## config.mk

```make
export PLATFORM = sky130hd
export DESIGN_NAME = status_ind
export DESIGN_NICKNAME = d
export VERILOG_FILES = /design/src/logic/status_ind_pkg.sv /design/src/logic/status_ind.sv
export SDC_FILE = /design/constraint.sdc
export NUM_CORES = 1
export LEC_CHECK = 0
export ABC_AREA = 1
export ABC_CLOCK_PERIOD_IN_PS = 6000
export BUFFER_PORTS_ARGS = -buffer_cell sky130_fd_sc_hd__buf_2
export CAP_MARGIN = 20
export CORE_ASPECT_RATIO = 0.5
export CORE_MARGIN = 10
export CORE_UTILIZATION = 34
export DETAILED_ROUTE_END_ITERATION = 7
export HOLD_SLACK_MARGIN = 0.15
export PLACE_DENSITY_LB_ADDON = 0.05
export RECOVER_POWER = 50
export SLEW_MARGIN = 10
export SYNTH_ARGS = -nofsm -noshare
export SYNTH_HDL_FRONTEND = slang
export SYNTH_SLANG_ARGS = --single-unit
export TNS_END_PERCENT = 30
```

## constraint.sdc

```tcl
create_clock -name core_clk_in -period 6 [get_ports core_clk_in]
set_input_delay 0.9 -clock core_clk_in [delete_from_list [all_inputs] [get_ports core_clk_in]]
set_output_delay 0.9 -clock core_clk_in [all_outputs]
set_load 0.1 [all_outputs]
```

## src/logic/status_ind_pkg.sv

```systemverilog
// Package for the servo status indicator logic: constants, enums and carrier structs.
package status_ind_pkg;

    // ------------------------------------------------------------
    // Widths and reset values
    // ------------------------------------------------------------
    localparam int SPD_W = 16;
    localparam int POS_W = 24;
    localparam int TRQ_W = 12;
    localparam int ALM_W = 8;
    localparam int PARAM_W = 16;
    localparam int DIGITS = 5;
    localparam int NIB_W = 4;

    // Speeds in rpm, torque in tenths of a percent of rated torque.
    localparam logic [PARAM_W-1:0] SPEED_MATCH_DEF = 16'h000A;
    localparam logic [PARAM_W-1:0] ROTATION_DEF = 16'h0014;
    localparam logic [PARAM_W-1:0] POS_DONE_DEF = 16'h0007;
    localparam logic [PARAM_W-1:0] TRQ_REF_DEF = 16'h0064;

    // Permitted range of each value parameter.
    localparam logic [PARAM_W-1:0] SPEED_MATCH_MIN = 16'h0000;
    localparam logic [PARAM_W-1:0] SPEED_MATCH_MAX = 16'h0064;
    localparam logic [PARAM_W-1:0] ROTATION_MIN = 16'h0001;
    localparam logic [PARAM_W-1:0] ROTATION_MAX = 16'h2710;
    localparam logic [PARAM_W-1:0] POS_DONE_MIN = 16'h0000;
    localparam logic [PARAM_W-1:0] POS_DONE_MAX = 16'h00FA;
    localparam logic [PARAM_W-1:0] TRQ_REF_MIN = 16'h0000;
    localparam logic [PARAM_W-1:0] TRQ_REF_MAX = 16'h03E8;

    // Per-digit maximum of the function-selection word.
    localparam logic [NIB_W-1:0] FUNC_DIGIT_MAX = 4'hF;
    localparam logic [DIGITS*NIB_W-1:0] FUNC_SEL_DEF = 20'h00000;

    // ------------------------------------------------------------
    // APB register map (byte addresses)
    // ------------------------------------------------------------
    localparam int ADDR_W = 8;
    localparam logic [ADDR_W-1:0] REG_CTRL = 8'h00;
    localparam logic [ADDR_W-1:0] REG_SPEED_MATCH = 8'h04;
    localparam logic [ADDR_W-1:0] REG_ROTATION = 8'h08;
    localparam logic [ADDR_W-1:0] REG_POS_DONE = 8'h0C;
    localparam logic [ADDR_W-1:0] REG_TRQ_REF = 8'h10;
    localparam logic [ADDR_W-1:0] REG_FUNC_SEL = 8'h14;
    localparam logic [ADDR_W-1:0] REG_STATUS = 8'h18;
    localparam logic [ADDR_W-1:0] REG_CODE = 8'h1C;

    // CTRL register bit positions.
    localparam int CTRL_MODE_LSB = 0;
    localparam int CTRL_DISP_EN = 2;
    // STATUS register: indicators in bits 7:0, reject flag, display mode.
    localparam int STAT_REJECT = 8;
    localparam int STAT_MODE_LSB = 9;
    // FUNC_SEL register: per-digit write enables start at this bit.
    localparam int FSEL_WE_LSB = 24;

    // ------------------------------------------------------------
    // Enumerations
    // ------------------------------------------------------------
    typedef enum logic [1:0] {
        MODE_SPEED,
        MODE_TORQUE,
        MODE_POSITION
    } ctrl_mode_t;

    typedef enum logic [2:0] {
        CODE_BASEBLOCK,
        CODE_RUN,
        CODE_FWD_PROHIBIT,
        CODE_REV_PROHIBIT,
        CODE_ALARM
    } code_kind_t;

    typedef enum logic [1:0] {
        DISP_STATUS,
        DISP_AUX,
        DISP_PARAM,
        DISP_MONITOR
    } disp_mode_t;

    // ------------------------------------------------------------
    // Carrier structs
    // ------------------------------------------------------------
    typedef struct packed {
        logic ctrl_pwr;
        logic main_pwr_ok;
        logic servo_on;
        logic fwd_limit;
        logic rev_limit;
        logic pulse_active;
        logic clear_active;
        logic alarm;
    } core_bits_t;

    typedef struct packed {
        logic signed [SPD_W-1:0] motor_speed;
        logic signed [SPD_W-1:0] ref_speed;
        logic signed [TRQ_W-1:0] ref_torque;
        logic signed [POS_W-1:0] pos_error;
        logic [ALM_W-1:0] alarm_num;
    } core_vals_t;

    // Bit 7 ctrl power, 6 baseblock, 5 match/done, 4 rotating,
    // 3 speed ref/pulse, 2 torque ref/clear, 1 power ready, 0 position set.
    typedef struct packed {
        logic ctrl_pwr;
        logic baseblock;
        logic match_done;
        logic rotating;
        logic spd_or_pulse;
        logic trq_or_clear;
        logic pwr_ready;
        logic pos_set;
    } ind_t;

    typedef struct packed {
        code_kind_t kind;
        logic [ALM_W-1:0] alarm_num;
    } code_t;

endpackage

```

## src/logic/status_ind.sv

```systemverilog
// Status-display indicator and code logic of a servo amplifier panel, with APB parameter registers.
`timescale 1ns/1ps

module status_ind
    import status_ind_pkg::*;
(
    input wire logic core_clk_in,
    input wire logic sys_rst_in,
    input wire logic clk_en_in,
    input wire core_bits_t core_bits_in,
    input wire core_vals_t core_vals_in,
    input wire logic psel_in,
    input wire logic penable_in,
    input wire logic pwrite_in,
    input wire logic [ADDR_W-1:0] paddr_in,
    input wire logic [31:0] pwdata_in,
    output logic [31:0] prdata_out,
    output logic pready_out,
    output logic pslverr_out,
    output ind_t ind_out,
    output code_t code_out,
    output disp_mode_t disp_mode_out,
    output logic [DIGITS*NIB_W-1:0] func_sel_out
);

    // ------------------------------------------------------------
    // Input synchronisers
    // ------------------------------------------------------------
    // Pin-level bits come from another domain: three stages, a change
    // counts once stages two and three agree.
    core_bits_t sync1_ff;
    core_bits_t sync2_ff;
    core_bits_t sync3_ff;
    core_bits_t bits_ff;
    core_bits_t nxt_bits;

    genvar gi;
    generate
        for (gi = 0; gi < $bits(core_bits_t); gi++) begin : g_agree
            assign nxt_bits[gi] = (sync2_ff[gi] == sync3_ff[gi]) ? sync3_ff[gi] : bits_ff[gi];
        end
    endgenerate

    always_ff @(posedge core_clk_in) begin
        if (sys_rst_in) begin
            sync1_ff <= '0;
            sync2_ff <= '0;
            sync3_ff <= '0;
            bits_ff <= '0;
        end else if (clk_en_in) begin
            sync1_ff <= core_bits_in;
            sync2_ff <= sync1_ff;
            sync3_ff <= sync2_ff;
            bits_ff <= nxt_bits;
        end
    end

    // ------------------------------------------------------------
    // Parameter registers
    // ------------------------------------------------------------
    ctrl_mode_t mode_ff;
    logic disp_en_ff;
    logic [PARAM_W-1:0] speed_match_window_ff;
    logic [PARAM_W-1:0] rotation_threshold_ff;
    logic [PARAM_W-1:0] position_done_window_ff;
    logic [PARAM_W-1:0] trq_thresh_ff;
    logic [DIGITS*NIB_W-1:0] func_sel_ff;
    logic reject_ff;

    function automatic logic in_range(input logic [PARAM_W-1:0] v,
                                      input logic [PARAM_W-1:0] lo,
                                      input logic [PARAM_W-1:0] hi);
        in_range = (v >= lo) && (v <= hi);
    endfunction

    // An access is taken on the edge where pready rises; pready then drops, so a held
    // access phase writes the register again two cycles later.
    wire wr_acc = psel_in && penable_in && pwrite_in && !pready_out;
    wire rd_acc = psel_in && penable_in && !pwrite_in && !pready_out;
    wire [PARAM_W-1:0] wval = pwdata_in[PARAM_W-1:0];
    wire hit_ctrl = (paddr_in == REG_CTRL);
    wire hit_smw = (paddr_in == REG_SPEED_MATCH);
    wire hit_rot = (paddr_in == REG_ROTATION);
    wire hit_pdw = (paddr_in == REG_POS_DONE);
    wire hit_trq = (paddr_in == REG_TRQ_REF);
    wire hit_fsel = (paddr_in == REG_FUNC_SEL);
    wire hit_stat = (paddr_in == REG_STATUS);
    wire hit_code = (paddr_in == REG_CODE);
    wire mapped = hit_ctrl || hit_smw || hit_rot || hit_pdw || hit_trq || hit_fsel || hit_stat || hit_code;

    // Out-of-range value writes are dropped and flagged; the old value stays.
    wire ok_smw = in_range(wval, SPEED_MATCH_MIN, SPEED_MATCH_MAX);
    wire ok_rot = in_range(wval, ROTATION_MIN, ROTATION_MAX);
    wire ok_pdw = in_range(wval, POS_DONE_MIN, POS_DONE_MAX);
    wire ok_trq = in_range(wval, TRQ_REF_MIN, TRQ_REF_MAX);
    wire [1:0] wmode = pwdata_in[CTRL_MODE_LSB +: 2];
    wire ok_mode = (wmode <= 2'(MODE_POSITION));
    wire bad_val = (hit_smw && !ok_smw) || (hit_rot && !ok_rot) || (hit_pdw && !ok_pdw) ||
                   (hit_trq && !ok_trq) || (hit_ctrl && !ok_mode);

    // Each digit takes the written nibble only when its own bit is enabled
    // by the write mask in bits 24 up; the other digits are untouched.
    logic [DIGITS*NIB_W-1:0] nxt_func_sel;
    generate
        for (gi = 0; gi < DIGITS; gi++) begin : g_digit
            wire dig_we = wr_acc && hit_fsel && pwdata_in[FSEL_WE_LSB+gi]
                          && (pwdata_in[gi*NIB_W +: NIB_W] <= FUNC_DIGIT_MAX);
            assign nxt_func_sel[gi*NIB_W +: NIB_W] = dig_we ? pwdata_in[gi*NIB_W +: NIB_W]
                                                            : func_sel_ff[gi*NIB_W +: NIB_W];
        end
    endgenerate

    always_ff @(posedge core_clk_in) begin
        if (sys_rst_in) begin
            mode_ff <= MODE_SPEED;
            disp_en_ff <= 1'b1;
            speed_match_window_ff <= SPEED_MATCH_DEF;
            rotation_threshold_ff <= ROTATION_DEF;
            position_done_window_ff <= POS_DONE_DEF;
            trq_thresh_ff <= TRQ_REF_DEF;
            func_sel_ff <= FUNC_SEL_DEF;
            reject_ff <= 1'b0;
        end else if (clk_en_in) begin
            func_sel_ff <= nxt_func_sel;
            if (wr_acc) begin
                reject_ff <= bad_val || !mapped;
                if (hit_ctrl && ok_mode) begin
                    mode_ff <= ctrl_mode_t'(wmode);
                    disp_en_ff <= pwdata_in[CTRL_DISP_EN];
                end
                if (hit_smw && ok_smw) speed_match_window_ff <= wval;
                if (hit_rot && ok_rot) rotation_threshold_ff <= wval;
                if (hit_pdw && ok_pdw) position_done_window_ff <= wval;
                if (hit_trq && ok_trq) trq_thresh_ff <= wval;
            end
        end
    end

    // ------------------------------------------------------------
    // Indicator evaluation
    // ------------------------------------------------------------
    wire signed [SPD_W:0] spd_diff = core_vals_in.motor_speed - core_vals_in.ref_speed;
    wire [SPD_W:0] spd_err = spd_diff[SPD_W] ? (SPD_W+1)'(-spd_diff) : spd_diff;
    wire [SPD_W-1:0] mot_abs = core_vals_in.motor_speed[SPD_W-1] ?
                               SPD_W'(-core_vals_in.motor_speed) : core_vals_in.motor_speed;
    wire [SPD_W-1:0] ref_abs = core_vals_in.ref_speed[SPD_W-1] ?
                               SPD_W'(-core_vals_in.ref_speed) : core_vals_in.ref_speed;
    wire [TRQ_W-1:0] trq_abs = core_vals_in.ref_torque[TRQ_W-1] ?
                               TRQ_W'(-core_vals_in.ref_torque) : core_vals_in.ref_torque;
    wire [POS_W-1:0] pos_abs = core_vals_in.pos_error[POS_W-1] ?
                               POS_W'(-core_vals_in.pos_error) : core_vals_in.pos_error;

    wire is_pos = (mode_ff == MODE_POSITION);
    wire is_trq = (mode_ff == MODE_TORQUE);
    wire spd_match = is_trq || (spd_err <= (SPD_W+1)'(speed_match_window_ff));
    wire pos_done = (pos_abs < POS_W'(position_done_window_ff));
    wire rotating = (mot_abs > rotation_threshold_ff);
    wire spd_ref_on = (ref_abs > rotation_threshold_ff);
    wire trq_ref_on = (PARAM_W'(trq_abs) > trq_thresh_ff);

    ind_t nxt_ind;
    assign nxt_ind.ctrl_pwr = bits_ff.ctrl_pwr;
    assign nxt_ind.baseblock = !bits_ff.servo_on;
    assign nxt_ind.match_done = is_pos ? pos_done : spd_match;
    assign nxt_ind.rotating = rotating;
    assign nxt_ind.spd_or_pulse = is_pos ? bits_ff.pulse_active : spd_ref_on;
    assign nxt_ind.trq_or_clear = is_pos ? bits_ff.clear_active : trq_ref_on;
    assign nxt_ind.pwr_ready = bits_ff.main_pwr_ok;
    assign nxt_ind.pos_set = is_pos;

    // ------------------------------------------------------------
    // Status code selection
    // ------------------------------------------------------------
    // Limit inputs are active-high "on": off means travel is prohibited.
    code_kind_t nxt_kind;
    assign nxt_kind = bits_ff.alarm ? CODE_ALARM :
                      !bits_ff.fwd_limit ? CODE_FWD_PROHIBIT :
                      !bits_ff.rev_limit ? CODE_REV_PROHIBIT :
                      bits_ff.servo_on ? CODE_RUN : CODE_BASEBLOCK;

    code_t nxt_code;
    assign nxt_code.kind = nxt_kind;
    assign nxt_code.alarm_num = bits_ff.alarm ? core_vals_in.alarm_num : '0;

    // ------------------------------------------------------------
    // Output registers
    // ------------------------------------------------------------
    // Display mode stays in status mode out of reset; software may leave it
    // only through the control register display-enable bit.
    disp_mode_t nxt_disp;
    assign nxt_disp = disp_en_ff ? DISP_STATUS : DISP_PARAM;

    wire [31:0] rd_mux = hit_ctrl ? {29'h0, disp_en_ff, 2'(mode_ff)} :
                         hit_smw ? {16'h0, speed_match_window_ff} :
                         hit_rot ? {16'h0, rotation_threshold_ff} :
                         hit_pdw ? {16'h0, position_done_window_ff} :
                         hit_trq ? {16'h0, trq_thresh_ff} :
                         hit_fsel ? {12'h0, func_sel_ff} :
                         hit_stat ? {21'h0, 2'(disp_mode_out), reject_ff, ind_out} :
                         hit_code ? {21'h0, 3'(code_out.kind), code_out.alarm_num} : 32'h0;

    always_ff @(posedge core_clk_in) begin
        if (sys_rst_in) begin
            ind_out <= '0;
            code_out <= '{kind: CODE_BASEBLOCK, alarm_num: '0};
            disp_mode_out <= DISP_STATUS;
            func_sel_out <= FUNC_SEL_DEF;
            prdata_out <= 32'h0;
            pready_out <= 1'b0;
            pslverr_out <= 1'b0;
        end else if (clk_en_in) begin
            ind_out <= nxt_ind;
            code_out <= nxt_code;
            disp_mode_out <= nxt_disp;
            func_sel_out <= func_sel_ff;
            // One wait state: pready rises in the second access cycle.
            pready_out <= psel_in && penable_in && !pready_out;
            pslverr_out <= psel_in && penable_in && !pready_out && (!mapped || (pwrite_in && bad_val));
            if (rd_acc && !pready_out) prdata_out <= rd_mux;
        end
    end

    // ------------------------------------------------------------
    // Assertions
    // ------------------------------------------------------------
    AST_CTRL_PWR: assert property (@(posedge core_clk_in) disable iff (sys_rst_in)
        clk_en_in |=> ind_out.ctrl_pwr == $past(bits_ff.ctrl_pwr))
        else $error("Control power indicator does not follow control power.");
    AST_BASEBLOCK: assert property (@(posedge core_clk_in) disable iff (sys_rst_in)
        clk_en_in && bits_ff.servo_on |=> !ind_out.baseblock)
        else $error("Baseblock indicator lit while servo on.");
    AST_TRQ_MATCH: assert property (@(posedge core_clk_in) disable iff (sys_rst_in)
        clk_en_in && is_trq |=> ind_out.match_done)
        else $error("Speed match indicator dark in torque mode.");
    AST_SPD_MATCH: assert property (@(posedge core_clk_in) disable iff (sys_rst_in)
        clk_en_in && mode_ff == MODE_SPEED && spd_err > (SPD_W+1)'(speed_match_window_ff) |=> !ind_out.match_done)
        else $error("Speed match lit outside window.");
    AST_ROTATE: assert property (@(posedge core_clk_in) disable iff (sys_rst_in)
        clk_en_in && mot_abs > rotation_threshold_ff |=> ind_out.rotating)
        else $error("Rotating flag dark above threshold.");
    AST_POS_DONE: assert property (@(posedge core_clk_in) disable iff (sys_rst_in)
        clk_en_in && is_pos && pos_abs >= POS_W'(position_done_window_ff) |=> !ind_out.match_done)
        else $error("Positioning done lit outside window.");
    AST_ALARM_FIRST: assert property (@(posedge core_clk_in) disable iff (sys_rst_in)
        clk_en_in && bits_ff.alarm |=> code_out.kind == CODE_ALARM && code_out.alarm_num == $past(core_vals_in.alarm_num))
        else $error("Alarm number not shown while alarm active.");
    AST_FWD_OT: assert property (@(posedge core_clk_in) disable iff (sys_rst_in)
        clk_en_in && !bits_ff.alarm && !bits_ff.fwd_limit |=> code_out.kind == CODE_FWD_PROHIBIT)
        else $error("Forward prohibit code missing.");
    AST_RUN_CODE: assert property (@(posedge core_clk_in) disable iff (sys_rst_in)
        clk_en_in && !bits_ff.alarm && bits_ff.fwd_limit && bits_ff.rev_limit
        |=> code_out.kind == ($past(bits_ff.servo_on) ? CODE_RUN : CODE_BASEBLOCK))
        else $error("Run or baseblock code wrong.");
    AST_RANGE: assert property (@(posedge core_clk_in) disable iff (sys_rst_in)
        clk_en_in && wr_acc && hit_rot && !ok_rot |=> $stable(rotation_threshold_ff))
        else $error("Out of range value accepted.");

endmodule

```

* Yosys cells after proc, flatten, opt, wreduce, memory -nomap -nowiden *
Cells that the tools add are included.
Widths: inputs -> output; s select.

storage, ports and cells
  register bits = 195
  bits of input ports = 130
  latch bits = 0
  memory bits (read-only) = 0
  memories = 0
  memory bits (writable) = 0

operators by class
  shift operators = 0
  multipliers = 0
  bitwise operators = 0
  $lt $le $gt $ge = 17
  muxes and demuxes = 22
  equal/unequal tests = 17
  $add $sub $neg = 6
  divide/modulo/power cells = 0
  reductions and logical operators = 78

operator list
  cell                  number
  $mux 20               6
  $logic_and 1x1->1     34
  $eq 8x5->1 const B    4
  $ge 16x1->1 const B   2
  $gt 16x16->1          2
  $mux 16               2
  $neg 16->16           2
  $reduce_and 2->1      15
  $lt 24x16->1          1
  $mux 24               1
  $neg 24->24           1
  $mux 11               2
  $le 4x4->1 const B    5
  $le 17x16->1          1
  $mux 17               1
  $neg 17->17           1
  $sub 16x16->17        1
  $eq 8x4->1 const B    2
  $gt 12x16->1          1
  $le 16x10->1 const B  1
  $le 16x14->1 const B  1
  $le 16x7->1 const B   1
  $le 16x8->1 const B   1
  $reduce_and 3->1      5
  other kinds (14)      47

* Longest topological paths before layout *
  word-level depth = 11
  mapped depth = 35
  depth with buffers taken out = 34

* Worst setup path after synthesis *
Ideal clock, no wire load.

  path kind = input to register
  from = input core_vals_in[59] (netlist bit)
  to = register ind_out[5] (netlist bit)
  cell stages on the path = 32
  path buffers = 2
  setup slack = 1874 ps
  data required time = 5875 ps
  data arrival time = 4001 ps
  cells stage by stage = clkbuf_1 clkinv_1 ha_1 nand2_1 o21ai_0 a21oi_4 nand2_1 nand2_2 nand2_4 inv_2 buf_6 nand2_1 xor2_1 inv_1 ha_1 nand2_1 nor2_1 nand2_1 nand3_1 nand2_1 nand2_1 nand2_1 nand2_1 nand2_1 nand2_1 nand2_1 nand2_1 nand2_1 nand2_1 nand2_1 nand2_1 a21oi_2

between the ends
  cells in the longest elaborated chain, start to end = 6

ends and longest elaborated chain
  element                 RTL line           text
  start: declaration      status_ind.sv:11   input wire core_vals_t core_vals_in,
  $sub 16x16->17 *        status_ind.sv:142  wire signed [SPD_W:0] spd_diff = core_vals_in.motor_speed - core_vals_in.ref_speed;
  $neg 17->17             status_ind.sv:143  wire [SPD_W:0] spd_err = spd_diff[SPD_W] ? (SPD_W+1)'(-spd_diff) : spd_diff;
  $mux 17 *               status_ind.sv:143
  $le 17x16->1 *          status_ind.sv:155  wire spd_match = is_trq || (spd_err <= (SPD_W+1)'(speed_match_window_ff));
  $logic_or 1x1->1 *      status_ind.sv:155
  $mux 1 *                status_ind.sv:164  assign nxt_ind.match_done = is_pos ? pos_done : spd_match;
  end signal: assignment  status_ind.sv:212  ind_out <= nxt_ind;
  end: declaration        status_ind.sv:20   output ind_t ind_out,

Mark *: on every way between the ends. The rest lies on a longest branch, timed or not.
A chain may end at the register's enable or synchronous reset.

==> qor.csv <==
stage,metric,value,unit
floorplanning,number of placement rows,48,
global_route,number of antenna violations at the first check in global routing,0,
sta,RSZ-0062 raised after global routing,no,
critical_path,reg-to-reg critical path startpoint,pready_out,
global_route,maximum number of pins on one net before global-route repair,119,
synth,"post-synthesis share of cell area spent on and, or, nand and nor gates",25.5,%
status,failing checks,"capacitance limit, slew limit",
critical_path,Worst Setup SP,sys_rst_in,
critical_path,Critical Path End Type,flip-flop,
detailed_routing,detailed-route vias per instance,4.94,
critical_path,number of cells traversed by the worst register-to-register path,9,
clock_tree,CTS sink cnt,182,
detailed_routing,drt total wl,42800,um
critical_path,critical path class,input pin to flip-flop,
critical_path,maximum fanout encountered on the critical timing path,72,
synth,proportion of synthesized chip area in sequential cells,30.1,%
place,number of I/O port buffers,184,
sta,Final Max Tran Viols,52,
floorplanning,IO Pins,205,
cells_and_area,Ant. Diodes,0,
floorplanning,Horiz. Die Dim,287,um
sta,Final Hold Fails,0,
place,Final Wtd Congestion,0.877,
floorplanning,Die Area,44000,um^2
sta,Final setup viols,0,
global_route,number of global-route vias before repair,11695,
floorplanning,Initial Util,34.8,%
clock_tree,CTS HTree Levels,4,
detailed_routing,"antenna viol nets, final",0,
synth,cell count after synthesis,1771,
floorplanning,Floorplan Core Area,34800,um^2
detailed_routing,starting DRC count in detailed routing,788,
synth,cell type contributing the most total cell area after synthesis,sky130_fd_sc_hd__dfxtp_1,
detailed_routing,Wirelength per Cell,17.8,um
clock_tree,TritonCTS clock tree,built,
pwr,power per standard cell area,227,nW/um^2
place,cell area after placement,13400,um^2
clock_tree,number of setup buffers added after CTS,0,
global_route,GRT overflow,0,
synth,warning count from the yosys run,0,
cells_and_area,area growth from synthesis to layout,14.6,%
sta,Fin Hold WS,455,ps
cells_and_area,final non-filler cell area,13900,um^2
synth,synthesis-stage register bit count,182,
critical_path,kind of start point of the critical path,input pin,
floorplanning,die extent in y,153,um
sta,transition time of the tightest slew-check pin,2820,ps
cells_and_area,final net count,2147,
critical_path,worst endpoint data arrival time,5080,ps
pwr,"IR drop worst, VDD",0.156,mV
critical_path,endpoint of the most critical register-to-register path,speed_match_window_ff[15],
place,sum of net half-perimeters after detailed placement,34200,um
synth,adder-cell share of the synthesized area,10.1,%
cells_and_area,fraction of layout cells with a size suffix above 1,11.5,%
flow_run,Maximum Capacitance Violations,1,
pwr,Final Power,3.15,mW
critical_path,required time of the worst setup path,6320,ps
critical_path,worst setup slack for register-to-register paths,3830,ps
detailed_routing,Vias,11882,
clock_tree,Root Buffer,sky130_fd_sc_hd__clkbuf_16,
sta,Final Skew,13.2,ps
synth,multiplexer area fraction after synthesis,0,%
clock_tree,number of instances resized during post-cts repair,0,
synth,Yosys cell types,55,
synth,mean instance size in the synthesized netlist,6.83,um^2
critical_path,Setup crit end,rotation_threshold_ff[11],
pwr,Leakage Power,6.31,nW
clock_tree,post-cts hold buffer count,0,
synth,cells taking the most area after synthesis,"sky130_fd_sc_hd__dfxtp_1 30%, sky130_fd_sc_hd__ha_1 9.9%, sky130_fd_sc_hd__nand2_1 9.5%, sky130_fd_sc_hd__inv_1 7.3%, sky130_fd_sc_hd__a21oi_1 6.9%",
sta,Fmax,210,MHz
status,outcome,finished with violations,
synth,post-synth top area share,30.1,%
global_route,global routing usage summed across all routing layers,19.2,%
clock_tree,CTS buffer count,17,
clock_tree,clock insertion delay at the later pin of the skew report,440,ps
sta,clock period minus worst slack,4770,ps
synth,main combinational cell family by area after synthesis,simple AND/OR/NAND/NOR gates,
detailed_routing,number of remaining DRC errors,0,
clock_tree,clock input transition at the sequential cells of the worst setup and hold paths,70,ps
synth,xor-xnor portion of the synthesized cell area,4.93,%
global_route,global-route wire length before repair,66700,um
sta,final sum of negative setup slack,0,ps
synth,compound-gate portion of the synthesized area,18.6,%
hold_path,type of the worst min-delay path,flip-flop to flip-flop,
synth,cell area after technology mapping,12100,um^2
clock_tree,Clock Path Buffers,2,
detailed_routing,drt pass-1 iters,5,
sta,crit share post-route,79.5,%
sta,normalized max-slew margin,-87.8,%
layout by cell type (no fill, tap or decap), types with 11 or more instances in the layout:
cell type	Yosys	layout
sky130_fd_sc_hd__clkbuf_1	44	64
sky130_fd_sc_hd__xor2_1	50	50
sky130_fd_sc_hd__nor2_1	175	175
sky130_fd_sc_hd__nand3_1	102	102
sky130_fd_sc_hd__clkbuf_16	0	17
sky130_fd_sc_hd__a21oi_1	168	168
sky130_fd_sc_hd__xnor2_1	15	15
sky130_fd_sc_hd__nand2_2	14	14
sky130_fd_sc_hd__ha_1	96	96
sky130_fd_sc_hd__buf_2	12	123
sky130_fd_sc_hd__dfxtp_1	182	182
sky130_fd_sc_hd__inv_1	235	234
sky130_fd_sc_hd__nor2_2	11	11
sky130_fd_sc_hd__o211ai_1	22	22
sky130_fd_sc_hd__nand4_1	26	26
sky130_fd_sc_hd__nand2_1	305	305
sky130_fd_sc_hd__o221ai_1	11	11
sky130_fd_sc_hd__conb_1	1	13
sky130_fd_sc_hd__inv_2	13	13
sky130_fd_sc_hd__o21ai_0	145	145
sky130_fd_sc_hd__nor3_1	37	37
how the worst min path moves through the flow:
stage,endpoint,start,cells after the start
global route,rotation_threshold_ff[14],rotation_threshold_ff[14],2
floorplan,disp_mode_out[1],disp_en_ff,1
detailed placement,rotation_threshold_ff[14],rotation_threshold_ff[14],2
finish,speed_match_window_ff[12],speed_match_window_ff[12],2
CTS,rotation_threshold_ff[14],rotation_threshold_ff[14],2
global placement,position_done_window_ff[10],position_done_window_ff[10],2
flip-flops by register name, indices dropped and copies added, names as in the netlist, 11 cells and up:
register / flops
trq_thresh_ff: 16
speed_match_window_ff: 16
code_out: 11
prdata_out: 20
rotation_threshold_ff: 16
position_done_window_ff: 16
func_sel_out: 20
func_sel_ff: 20
critical path, stage by stage:
cell and delay, ps:
sky130_fd_sc_hd__buf_2 70, sky130_fd_sc_hd__clkbuf_1 1970, sky130_fd_sc_hd__clkinv_2 740, sky130_fd_sc_hd__clkbuf_2 700, sky130_fd_sc_hd__buf_16 420, sky130_fd_sc_hd__o21ai_0 140
sky130_fd_sc_hd__a21oi_1 60
stage by stage:
step | utilization (%) | setup slack, ps | instances
detailed placement | 38.4 | 1350 | 2375
global placement | 38.4 | 1350 | 2375
global route | 39.9 | 817 | 2407
floorplan | - | 1870 | 1783
CTS | 40.1 | 1800 | 2406
finish | 39.9 | 1230 | 2407
routing by layer:
layer / track usage [%] / part of all wire (%) / wire length (um) / up-vias
met5: 0 / 0 / 0 / -
met1: 25.9 / 48 / 20500 / 5454
met2: 31.5 / 46 / 19900 / 240
li1: - / - / - / 6165
met3: 3.67 / 4.9 / 2110 / 23
met4: 3.52 / 0.93 / 397 / 0
cell usage after synthesis, drive strengths merged:
library cell	number
o22ai	2
o2111ai	8
conb	1
o41ai	2
a21boi	1
a211oi	3
dfxtp	182
nand3b	7
nand4	27
o211a	1
clkinv	2
o211ai	22
nand2	321
a22oi	1
o21ai	155
o31a	1
a31oi	8
nor2	189
o21a	1
a221oi	2
fa	1
nor3	40
clkbuf	44
buf	30
nor4	4
ha	96
and2	2
a21o	2
xor2	50
nand3	108
o21bai	3
inv	248
xnor2	16
o221ai	11
a21oi	174
o31ai	5
or4	1
logic make-up (layout without fill, tap and decap cells):
| kind of cell | Yosys count | after routing |
|---|---|---|
| and+or+nand+nor | 699 | 699 |
| AOI/OAI and AO/OA | 402 | 402 |
| xor gates and xnor gates | 66 | 66 |
| DFF | 182 | 182 |
| adders and majority gates | 97 | 97 |
| other | 1 | 13 |
| buffers and inverters | 324 | 473 |
power by group:
part           switching [mW]  leakage [nW]  total [mW]  internal [mW]
registers              0.0155          1.48        1.25           1.23
logic                   0.556          4.56       0.804          0.249
clock network           0.497         0.269        1.10          0.606
layout make-up:
class	count	area (um^2)
clock buffers	22	474
multi-input cells	1277	7210
inverters	250	940
flip-flops and latches	182	3640
fillers	3819	20900
repair buffers	192	918
well taps	475	594
clock inverters	9	92.6
No activity file was read; power rests on OpenSTA's default activity.
